===== config.mk =====
export PLATFORM = sky130hd
export DESIGN_NAME = ipss_top
export DESIGN_NICKNAME = d
export VERILOG_FILES = /design/src/core/ipss_pkg.sv /design/src/core/ipss_top.sv
export SDC_FILE = /design/constraint.sdc
export NUM_CORES = 1
export LEC_CHECK = 0
export ABC_CLOCK_PERIOD_IN_PS = 4800
export CORE_AREA = 5 5 194 196
export DETAILED_ROUTE_END_ITERATION = 8
export DIE_AREA = 0 0 199 201
export DONT_BUFFER_PORTS = 1
export SETUP_SLACK_MARGIN = 0.2
export SLEW_MARGIN = 30
export SYNTH_ARGS = -nofsm -noshare
export SYNTH_HDL_FRONTEND = slang
export SYNTH_SLANG_ARGS = --single-unit

===== constraint.sdc =====
create_clock -name clk_i -period 4.8 [get_ports clk_i]
set_input_delay 0.72 -clock clk_i [delete_from_list [all_inputs] [get_ports clk_i]]
set_output_delay 0.72 -clock clk_i [all_outputs]
set_load 0.02 [all_outputs]

===== src/core/ipss_pkg.sv =====
// Purpose: shared constants and types for the address source selector
// Assumes: switch bank of ten bits, index 0 = web switch, 9 = mode switch
// Notes: addresses are packed as four octets, most significant first
package ipss_pkg;
  // ----------------------------------------------------------------
  // network parameter carrier
  // ----------------------------------------------------------------
  typedef struct packed {
    logic [31:0] ip;
    logic [31:0] mask;
    logic [31:0] gw;
  } ipss_net_type;

  // ----------------------------------------------------------------
  // switch positions and factory values
  // ----------------------------------------------------------------
  localparam int SW_WEB = 0;
  localparam int SW_MODE = 9;
  localparam logic [31:0] DEF_IP = 32'hc0a801fe;
  localparam logic [31:0] DEF_MASK = 32'hffffff00;
  localparam logic [31:0] DEF_GW = 32'hc0a80101;
  localparam logic [7:0] OCT_ZERO = 8'h00;
  localparam logic [7:0] OCT_BCAST = 8'hff;
  localparam logic [3:0] SEL_DHCP = 4'h1;
  localparam logic [3:0] SEL_BOOTP = 4'h2;
  localparam logic [3:0] SEL_STORED = 4'h4;
  localparam logic [3:0] SEL_ONCE = 4'h8;

  // ----------------------------------------------------------------
  // modes and states
  // ----------------------------------------------------------------
  typedef enum logic [2:0] {
    MODE_DEFAULT = 3'b000,
    MODE_DIRECT = 3'b001,
    MODE_DHCP = 3'b010,
    MODE_BOOTP = 3'b011,
    MODE_STORED = 3'b100,
    MODE_ONCE = 3'b101
  } ipss_mode_type;

  typedef enum logic [1:0] {
    ST_SAMPLE = 2'b00,
    ST_WAIT = 2'b01,
    ST_RUN = 2'b10
  } ipss_state_type;
endpackage


===== src/core/ipss_top.sv =====
// Purpose: picks the source of ip, mask and gateway at power-up
// Assumes: srst_i is the power-on reset; switches static around release
// Notes: nonvolatile store and server clients are outside this block
`timescale 1ns/1ns
module ipss_top
  import ipss_pkg::*;
(
  // clock and reset
  input wire logic clk_i,
  input wire logic srst_i,
  // configuration switches
  input wire logic [9:0] dip_i,
  // planning tool project parameters and download event
  input wire ipss_net_type proj_i,
  input wire logic dl_valid_i,
  // nonvolatile store contents and persistent flag
  input wire ipss_net_type nv_i,
  input wire logic nv_flag_i,
  // server answers
  input wire ipss_net_type srv_i,
  input wire logic srv_valid_i,
  // applied parameters and status
  output ipss_net_type net_o,
  output logic net_valid_o,
  output ipss_mode_type mode_o,
  output logic web_en_o,
  // server requests
  output logic dhcp_req_o,
  output logic bootp_req_o,
  // nonvolatile writes
  output ipss_net_type nv_wdata_o,
  output logic nv_we_o,
  output logic nv_flag_set_o,
  output logic nv_flag_clr_o
);
  // ----------------------------------------------------------------
  // switch decode
  // ----------------------------------------------------------------
  ipss_state_type state_r, state_nxt;
  ipss_mode_type mode_r;
  logic [9:0] dip_r;
  logic sampled_r;

  wire [7:0] low_byte = dip_r[8:1];
  wire [3:0] sel = dip_r[4:1];
  wire mode_sw = dip_r[SW_MODE];
  // switches 1 to 8 carry binary weights in switch order
  wire byte_ok = (low_byte != OCT_ZERO) && (low_byte != OCT_BCAST);
  ipss_mode_type dec_mode;
  assign dec_mode =
    !mode_sw ? (byte_ok ? MODE_DIRECT : MODE_DEFAULT) :
    (sel == SEL_DHCP) ? MODE_DHCP :
    (sel == SEL_BOOTP) ? MODE_BOOTP :
    (sel == SEL_STORED) ? MODE_STORED :
    (sel == SEL_ONCE) ? MODE_ONCE : MODE_DEFAULT;

  wire once_stored = (mode_r == MODE_ONCE) && nv_flag_i;
  wire need_srv = (mode_r == MODE_DHCP) || (mode_r == MODE_BOOTP) ||
    ((mode_r == MODE_ONCE) && !nv_flag_i);

  ipss_net_type def_net;
  assign def_net = '{ip: DEF_IP, mask: DEF_MASK, gw: DEF_GW};
  ipss_net_type direct_net;
  assign direct_net = '{ip: {proj_i.ip[31:8], low_byte},
                        mask: proj_i.mask, gw: proj_i.gw};

  // ----------------------------------------------------------------
  // sequencing
  // ----------------------------------------------------------------
  wire srv_done = (state_r == ST_WAIT) && srv_valid_i;
  always_comb begin
    state_nxt = state_r;
    unique case (state_r)
      ST_SAMPLE: state_nxt = need_srv ? ST_WAIT : ST_RUN;
      ST_WAIT: if (srv_valid_i) begin
        state_nxt = ST_RUN;
      end
      ST_RUN: state_nxt = ST_RUN;
      default: state_nxt = ST_SAMPLE;
    endcase
  end

  always_ff @(posedge clk_i) begin
    if (srst_i) begin
      dip_r <= 10'h000;
      sampled_r <= 1'b0;
      mode_r <= MODE_DEFAULT;
    end else if (!sampled_r) begin
      dip_r <= dip_i;
      sampled_r <= 1'b1;
    end else if (state_r == ST_SAMPLE && !net_valid_o &&
                 !nv_flag_clr_o && !dhcp_req_o && !bootp_req_o) begin
      mode_r <= dec_mode;
    end
  end

  // mode latches one cycle after the switches; hold sample state until then
  logic mode_ok_r;
  always_ff @(posedge clk_i) begin
    if (srst_i) begin
      mode_ok_r <= 1'b0;
      state_r <= ST_SAMPLE;
    end else begin
      mode_ok_r <= sampled_r;
      if (mode_ok_r) begin
        state_r <= state_nxt;
      end
    end
  end

  // ----------------------------------------------------------------
  // outputs
  // ----------------------------------------------------------------
  wire start = mode_ok_r && (state_r == ST_SAMPLE);
  ipss_net_type pick_net;
  assign pick_net =
    (mode_r == MODE_DIRECT) ? direct_net :
    ((mode_r == MODE_STORED) || once_stored) ? nv_i : def_net;

  always_ff @(posedge clk_i) begin
    if (srst_i) begin
      net_o <= '0;
      net_valid_o <= 1'b0;
      mode_o <= MODE_DEFAULT;
      web_en_o <= 1'b0;
      dhcp_req_o <= 1'b0;
      bootp_req_o <= 1'b0;
      nv_wdata_o <= '0;
      nv_we_o <= 1'b0;
      nv_flag_set_o <= 1'b0;
      nv_flag_clr_o <= 1'b0;
    end else begin
      nv_we_o <= 1'b0;
      nv_flag_set_o <= 1'b0;
      nv_flag_clr_o <= 1'b0;
      mode_o <= mode_r;
      web_en_o <= dip_r[SW_WEB];
      if (start) begin
        nv_flag_clr_o <= (mode_r != MODE_ONCE);
        dhcp_req_o <= (mode_r == MODE_DHCP) ||
          ((mode_r == MODE_ONCE) && !nv_flag_i);
        bootp_req_o <= (mode_r == MODE_BOOTP);
        if (!need_srv) begin
          net_o <= pick_net;
          net_valid_o <= 1'b1;
        end
      end
      if (srv_done) begin
        dhcp_req_o <= 1'b0;
        bootp_req_o <= 1'b0;
        net_o <= srv_i;
        net_valid_o <= 1'b1;
        if (mode_r == MODE_ONCE) begin
          nv_wdata_o <= srv_i;
          nv_we_o <= 1'b1;
          nv_flag_set_o <= 1'b1;
        end
      end
      if (dl_valid_i && state_r == ST_RUN) begin
        nv_wdata_o <= proj_i;
        nv_we_o <= 1'b1;
        net_valid_o <= 1'b1;
        net_o <= (mode_r == MODE_DIRECT) ? direct_net : proj_i;
      end
    end
  end

  // ----------------------------------------------------------------
  // checks
  // ----------------------------------------------------------------
  property p_default;
    @(posedge clk_i) disable iff (srst_i)
      $rose(net_valid_o) && mode_o == MODE_DEFAULT |-> net_o == def_net;
  endproperty
  a_default: assert property (p_default) else $error("bad defaults");
  property p_direct;
    @(posedge clk_i) disable iff (srst_i)
      $rose(net_valid_o) && mode_o == MODE_DIRECT |->
        net_o.ip[7:0] == dip_r[8:1] && net_o.mask == $past(proj_i.mask);
  endproperty
  a_direct: assert property (p_direct) else $error("bad direct");
  property p_dhcp;
    @(posedge clk_i) disable iff (srst_i)
      $rose(dhcp_req_o) |-> mode_o == MODE_DHCP || mode_o == MODE_ONCE;
  endproperty
  a_dhcp: assert property (p_dhcp) else $error("bad dhcp req");
  property p_srv;
    @(posedge clk_i) disable iff (srst_i)
      srv_done |=> net_valid_o && net_o == $past(srv_i);
  endproperty
  a_srv: assert property (p_srv) else $error("server not applied");
  property p_bootp;
    @(posedge clk_i) disable iff (srst_i)
      bootp_req_o |-> mode_o == MODE_BOOTP && !dhcp_req_o;
  endproperty
  a_bootp: assert property (p_bootp) else $error("bad bootp req");
  property p_once;
    @(posedge clk_i) disable iff (srst_i)
      srv_done && mode_r == MODE_ONCE |=> nv_we_o && nv_flag_set_o;
  endproperty
  a_once: assert property (p_once) else $error("flag not set");
  property p_flag;
    @(posedge clk_i) disable iff (srst_i)
      start && mode_r == MODE_ONCE && nv_flag_i |=> !dhcp_req_o;
  endproperty
  a_flag: assert property (p_flag) else $error("needless dhcp");
  property p_clr;
    @(posedge clk_i) disable iff (srst_i)
      start && mode_r != MODE_ONCE |=> nv_flag_clr_o;
  endproperty
  a_clr: assert property (p_clr) else $error("flag not cleared");
  property p_web;
    @(posedge clk_i) disable iff (srst_i)
      mode_ok_r |=> web_en_o == dip_r[SW_WEB];
  endproperty
  a_web: assert property (p_web) else $error("bad web gate");
  property p_hold;
    @(posedge clk_i) disable iff (srst_i)
      sampled_r |=> $stable(dip_r);
  endproperty
  a_hold: assert property (p_hold) else $error("switches resampled");
  property p_cfg;
    @(posedge clk_i) disable iff (srst_i)
      $rose(net_valid_o) && mode_o == MODE_DIRECT |->
        net_o.ip[31:8] == $past(proj_i.ip[31:8]) &&
        net_o.gw == $past(proj_i.gw);
  endproperty
  a_cfg: assert property (p_cfg) else $error("bad project values");
  property p_stored;
    @(posedge clk_i) disable iff (srst_i)
      $rose(net_valid_o) && mode_o == MODE_STORED |-> net_o == $past(nv_i);
  endproperty
  a_stored: assert property (p_stored) else $error("not loaded");
  property p_dl;
    @(posedge clk_i) disable iff (srst_i)
      dl_valid_i && state_r == ST_RUN |=>
        nv_we_o && net_valid_o && nv_wdata_o == $past(proj_i);
  endproperty
  a_dl: assert property (p_dl) else $error("download not kept");
  property p_bans;
    @(posedge clk_i) disable iff (srst_i)
      srv_done && mode_r == MODE_BOOTP |=>
        !bootp_req_o && net_valid_o && net_o == $past(srv_i);
  endproperty
  a_bans: assert property (p_bans) else $error("bad bootp");
  property p_oreq;
    @(posedge clk_i) disable iff (srst_i)
      start && mode_r == MODE_ONCE && !nv_flag_i |=>
        dhcp_req_o && !net_valid_o;
  endproperty
  a_oreq: assert property (p_oreq) else $error("no request");
  property p_sel;
    @(posedge clk_i) disable iff (srst_i)
      mode_ok_r && mode_sw && $countones(sel) != 1 |-> mode_r == MODE_DEFAULT;
  endproperty
  a_sel: assert property (p_sel) else $error("bad select accepted");
  property p_resv;
    @(posedge clk_i) disable iff (srst_i)
      mode_ok_r && !mode_sw && (low_byte == OCT_ZERO || low_byte == OCT_BCAST)
        |-> mode_r == MODE_DEFAULT;
  endproperty
  a_resv: assert property (p_resv) else $error("reserved byte");
  property p_ssel;
    @(posedge clk_i) disable iff (srst_i)
      mode_ok_r && mode_sw && sel == SEL_STORED |-> mode_r == MODE_STORED;
  endproperty
  a_ssel: assert property (p_ssel) else $error("stored not chosen");
  c_direct: cover property (@(posedge clk_i) mode_o == MODE_DIRECT);
  c_dhcp: cover property (@(posedge clk_i) srv_done);
  c_once: cover property (@(posedge clk_i) nv_flag_set_o);
  c_dl: cover property (@(posedge clk_i) dl_valid_i && state_r == ST_RUN);
  c_boot: cover property (@(posedge clk_i) srv_done && bootp_req_o);
endmodule


Word-level counts from Yosys, hierarchy flattened
Cells that the tools add are included.
- multiplexer cells: 27
- reductions and logical operators: 30
- equality and inequality tests: 15
- bitwise operators: 1
- operators by type and width (operator ; number):
    96-bit 2-to-1 mux ; 9
    72-bit 2-to-1 mux ; 1
    3-bit 2-to-1 mux ; 5
    1-bit logical AND ; 10
    1-bit 2-to-1 mux ; 9
    8-bit != test, second input constant ; 1
    2-bit AND reduction ; 4
    8-bit nonzero test ; 1
    3-bit by 2-bit equality test with 1-bit output, second input constant ; 2
    3-bit equality test, second input constant ; 2
    2-bit one-hot mux with 3 select lines ; 1
    1-bit zero test ; 5
    4-bit by 1-bit equality test with 1-bit output, second input constant ; 1
    4-bit by 2-bit equality test with 1-bit output, second input constant ; 1
    4-bit by 3-bit equality test with 1-bit output, second input constant ; 1
    4-bit equality test, second input constant ; 1
    1-bit logical OR ; 4
    2-bit 2-to-1 mux ; 2
    2-bit nonzero test ; 2
    2-bit OR reduction ; 2
    3-bit by 1-bit equality test with 1-bit output, second input constant ; 1
    3-bit by 1-bit != test with 1-bit output, second input constant ; 1
    3-bit != test, second input constant ; 1
    3-bit nonzero test ; 1
    5 further kinds ; 5
- register bits after elaboration: 219

Depth between registers and ports, before layout
- depth after elaboration: 9
- gate-level depth with buffers: 10
- depth with buffers taken out: 7

Worst setup path after synthesis
Ideal clock, no wire load.
- kind: input port to flip-flop
- from: in nv_flag_i
- to: reg net_o[11] (netlist name)
- library setup time: 0.126 ns
- cell stages on the path: 7
- slack: 2.701 ns
- path buffers: 2
- arrival: 1.972 ns
- path through: and4bb_1 > nor3_4 > or3_1 > nand2_2 > buf_6 > buf_12 > o31ai_4
- cells in the longest elaborated chain, start to end: 8
- elaborated cells between the ends (all ways): 13
- classes of those cells: eq/ne: 1; mux: 6; reduce/logical: 6
- RTL lines (element ; line ; RTL):
    start: declaration ; ipss_top.sv:18 ; input wire logic nv_flag_i,
    1-bit logical AND ; ipss_top.sv:57 ; wire once_stored = (mode_r == MODE_ONCE) && nv_flag_i;
    1-bit logical OR ; ipss_top.sv:118 ; ((mode_r == MODE_STORED) || once_stored) ? nv_i : def_net;
    96-bit 2-to-1 mux ; ipss_top.sv:118 ;
    96-bit 2-to-1 mux ; ipss_top.sv:117 ; (mode_r == MODE_DIRECT) ? direct_net :
    96-bit 2-to-1 mux ; ipss_top.sv:143 ; if (!need_srv) begin
    96-bit 2-to-1 mux ; ipss_top.sv:138 ; if (start) begin
    96-bit 2-to-1 mux ; ipss_top.sv:148 ; if (srv_done) begin
    96-bit 2-to-1 mux ; ipss_top.sv:159 ; if (dl_valid_i && state_r == ST_RUN) begin
    end signal: assignment ; ipss_top.sv:144 ; net_o <= pick_net;
    end signal: assignment ; ipss_top.sv:151 ; net_o <= srv_i;
    end signal: assignment ; ipss_top.sv:163 ; net_o <= (mode_r == MODE_DIRECT) ? direct_net : proj_i;
    end: declaration ; ipss_top.sv:23 ; output ipss_net_type net_o,
Parallel ways exist; a longest one is shown, timed or not. The select of a mux whose other input is x is not followed.
A chain may end at the register's enable or synchronous reset.

Worst setup path after layout
- from: reg state_r[0]
- to: reg net_o[22] (netlist name)
- cells in the longest elaborated chain, start to end: 4
- elaborated cells between the ends (all ways): 11
- classes of those cells: eq/ne: 3; mux: 2; reduce/logical: 6
- RTL lines (element ; line ; RTL):
    start: declaration ; ipss_top.sv:39 ; ipss_state_type state_r, state_nxt;
    start signal: assignment ; ipss_top.sv:106 ; state_r <= state_nxt;
    2-bit by 1-bit equality test with 1-bit output (tied with other cells) ; ipss_top.sv:70 ; wire srv_done = (state_r == ST_WAIT) && srv_valid_i;
    1-bit logical AND (on tied branches) ; ipss_top.sv:70, ipss_top.sv:114, ipss_top.sv:159 ;
    3-bit by 1-bit != test with 1-bit output (no source line) (tied with other cells) ; - ;
    2-bit AND reduction (no source line) or 96-bit 2-to-1 mux (tied branches) ; - ;
Parallel ways exist; a longest one is shown, timed or not.

==> flow_summary.toml <==
[timing]
rsz0062_at_grt = "no"
fin_skew_ns = 0.01567
worst_slew_pin_slew_ns = 0.8949
finalSetupTns_ns = 0
finalSetupViolCount = 0
post-route-period-util_pct = 65.32
fmax_mhz = 318.9
fin_crit_ns = 3.136
slew_headroom_pct = 40.34
slew_viol_final = 0
final_hold_viol_count = 0

[route]
vias_per_cell = 5.936
dr.pass1.iters = 8
wl_per_cell_um = 25.30
via_count = 10340
detail-route-antenna-nets = 0
drc = 0
drtIter0Drc = 706
drt-total-wl_mm = 44.08

[finish]
layout_commonest_cell = "nand2_1"
drive_gt1_share_pct = 7.692
nets = 1565
design_area_mm2 = 0.01174
n_antenna_cell = 0
layout_common_cells = "nand2_1, dfxtp_1, nor2_1"
fill_cells = 3788
area_growth_pct = 9.435

[pwr]
p_comb_share_pct = 11.0
peakVddDrop_uv = 242.5
leakagePower_nw = 3.932
p_clk_share_pct = 40.6
p_int_w = 0.003196
power_density_mw_per_mm2 = 385.4
p_sw_w = 0.001329
swShare_pct = 29.37
p_seq_share_pct = 48.5

[grt]
grt_pass1_wl_mm = 64.39
gr-total-overflow = 0
antenna_found_initial = 0
track_usage_pct = 20.44
grt_pass1_vias = 10120
grt_start_max_net_pins = 127

[logic_synthesis]
yosys-top-cells-area = "dfxtp_1, nand2_1, a311oi_1"
syn-cell-area_mm2 = 0.01073
syn-num-nets = 1656
synthCells = 1349
avgSynthCellArea_um2 = 7.952
async_flop_share_pct = 0
ys_ff_latch = 219
synth_edf_count = 0
ys_types = 57
ys_warn_count = 0
synth-main-ff-cell = "dfxtp_1"
seq_area_frac_synth_pct = 40.87
synth_top_cell_by_area = "dfxtp_1"
netlist.area_leader.share_pct = 40.87

[worst_hold_path]
holdPathStages = 1
min_path_type = "input port to register"

[placed_design]
place_area_mm2 = 0.01096
port_buffers = 0
gp_congestion = 0.8776
dp_hpwl_mm = 30.72

[die]
initial_core_util_pct = 29.87
core_mm2 = 0.03591
dieArea_mm2 = 0.04000
ios = 505
die_w_um = 199
dieHeight_um = 201
num_rows = 70

[setup_path]
crit_path_start_kind = "register"
crit_fanout = 60
crit_required_ns = 5.25
critical_path_class = "register to register"
cp_num_cells = 7
worstPathArrival_ns = 3.58
slowest_delay_ns = 0.58
worst-path-buf-inv = 2
r2r_cells = 7
crit_path_top_delay_cell = "and2_4"
critPathTopFamily = "simple AND/OR/NAND/NOR gates"
endpoint_kind = "register"
path_cells = "inv_1 > ha_1 > and2_4 > or3_1 > nand2_4 > buf_12 > o31ai_2"

[clock_network]
cts_buffer_depth = 3
hold_buffers = 0
cts.clk_slew.worst_paths_ns = 0.06
htree_levels = 1
cts.sinks = 219
cts_setup_buffers = 0
numCtsBuffers = 24
clk_latency_ns = 0.53
cts_tree = "yes"
clock_tree.root_cell = "clkbuf_16"
ctsResizeCount = 0

[flow_run]
max_cap_viol_count = 0

[outcome]
status = "finished clean"
-- per-layer routing --
metal / global-route usage (%) / vias up / wire length [µm]
met5: 0 / - / 0
met4: 9.868 / 0 / 2276
li1: - / 4644 / -
met1: 23.13 / 4928 / 15530
met2: 34.38 / 647 / 21040
met3: 6.848 / 122 / 5234
-- flip-flops by register name (all words and copies together) (netlist names), 2 cells and up --
name	cells
nv_wdata_o	96
mode_o	3
mode_r	3
state_r	2
dip_r	10
net_o	96
-- worst reg2reg max path: stages, from the launching register on --
cell,delay (ns)
dfxtp_1,0.34
inv_1,0.10
ha_1,0.30
and2_4,0.58
or3_1,0.49
nand2_4,0.55
buf_12,0.44
o31ai_2,0.28
-- power groups by stage --
stage               combinational, W  clock [W]  sequential (W)
finish                      0.000496    0.00183         0.00219
global placement            0.000486          0         0.00223
global route                0.000548    0.00195         0.00221
floorplan                   0.000407          0         0.00217
detailed placement          0.000499          0         0.00223
CTS                         0.000500    0.00187         0.00220
-- kinds of logic after synthesis --
logic type,after synthesis,synth area share [%]
AO/OA/AOI/OAI,356,28.17
XOR/XNOR,3,0.2450
adder cells (fa/ha/maj),4,0.4665
buffers and inverters,142,6.088
flip-flops,219,40.87
multiplexers,15,1.423
AND/OR/NAND/NOR,610,22.74
-- cell usage after synthesis (all sizes together) (4+ instances only) --
master / n
nand2: 392
dfxtp: 219
nor2: 176
a311oi: 97
clkbuf: 96
a221oi: 52
o31ai: 51
o21ai: 43
o22ai: 41
buf: 40
o22a: 36
mux2i: 13
a21oi: 10
nor2b: 10
nor3: 7
a211oi: 6
o221ai: 6
inv: 5
o211a: 5
ha: 4
-- per-stage QoR --
step	total power [W]	worst slack [ns]	hold WS, ns	utilization (%)	instances
floorplan	0.002580	2.701	0.4378	-	1349
global placement	0.002721	1.736	0.4425	30.51	1700
detailed placement	0.002733	1.652	0.4556	30.53	1700
CTS	0.004570	1.624	0.2456	32.69	1742
global route	0.004702	1.434	0.2432	32.69	1742
finish	0.004524	1.664	0.2598	32.69	1742
-- area by class of cell --
| cell class | instances | area (µm²) | area share (%) |
|---|---|---|---|
| Multi-Input combinational cell | 988 | 5766 | 49.11 |
| Sequential cell | 219 | 4385 | 37.35 |
| Clock buffer | 39 | 758.2 | 6.458 |
| Tap cell | 468 | 585.6 | 4.988 |
| Timing Repair Buffer | 19 | 205.2 | 1.748 |
| Inverter | 6 | 22.52 | 0.1918 |
| Clock inverter | 3 | 17.52 | 0.1492 |
-- final timing paths --
path / start / end / slack, ns
setup / recovery: state_r[0] / net_o[22] / 1.66
hold / removal: srst_i / nv_wdata_o[8] / 0.26
setup reg to reg: state_r[0] / net_o[22] / 1.66
hold reg to reg: dip_r[0] / web_en_o / 0.46
Note: power is estimated with default switching activity, not from simulation.
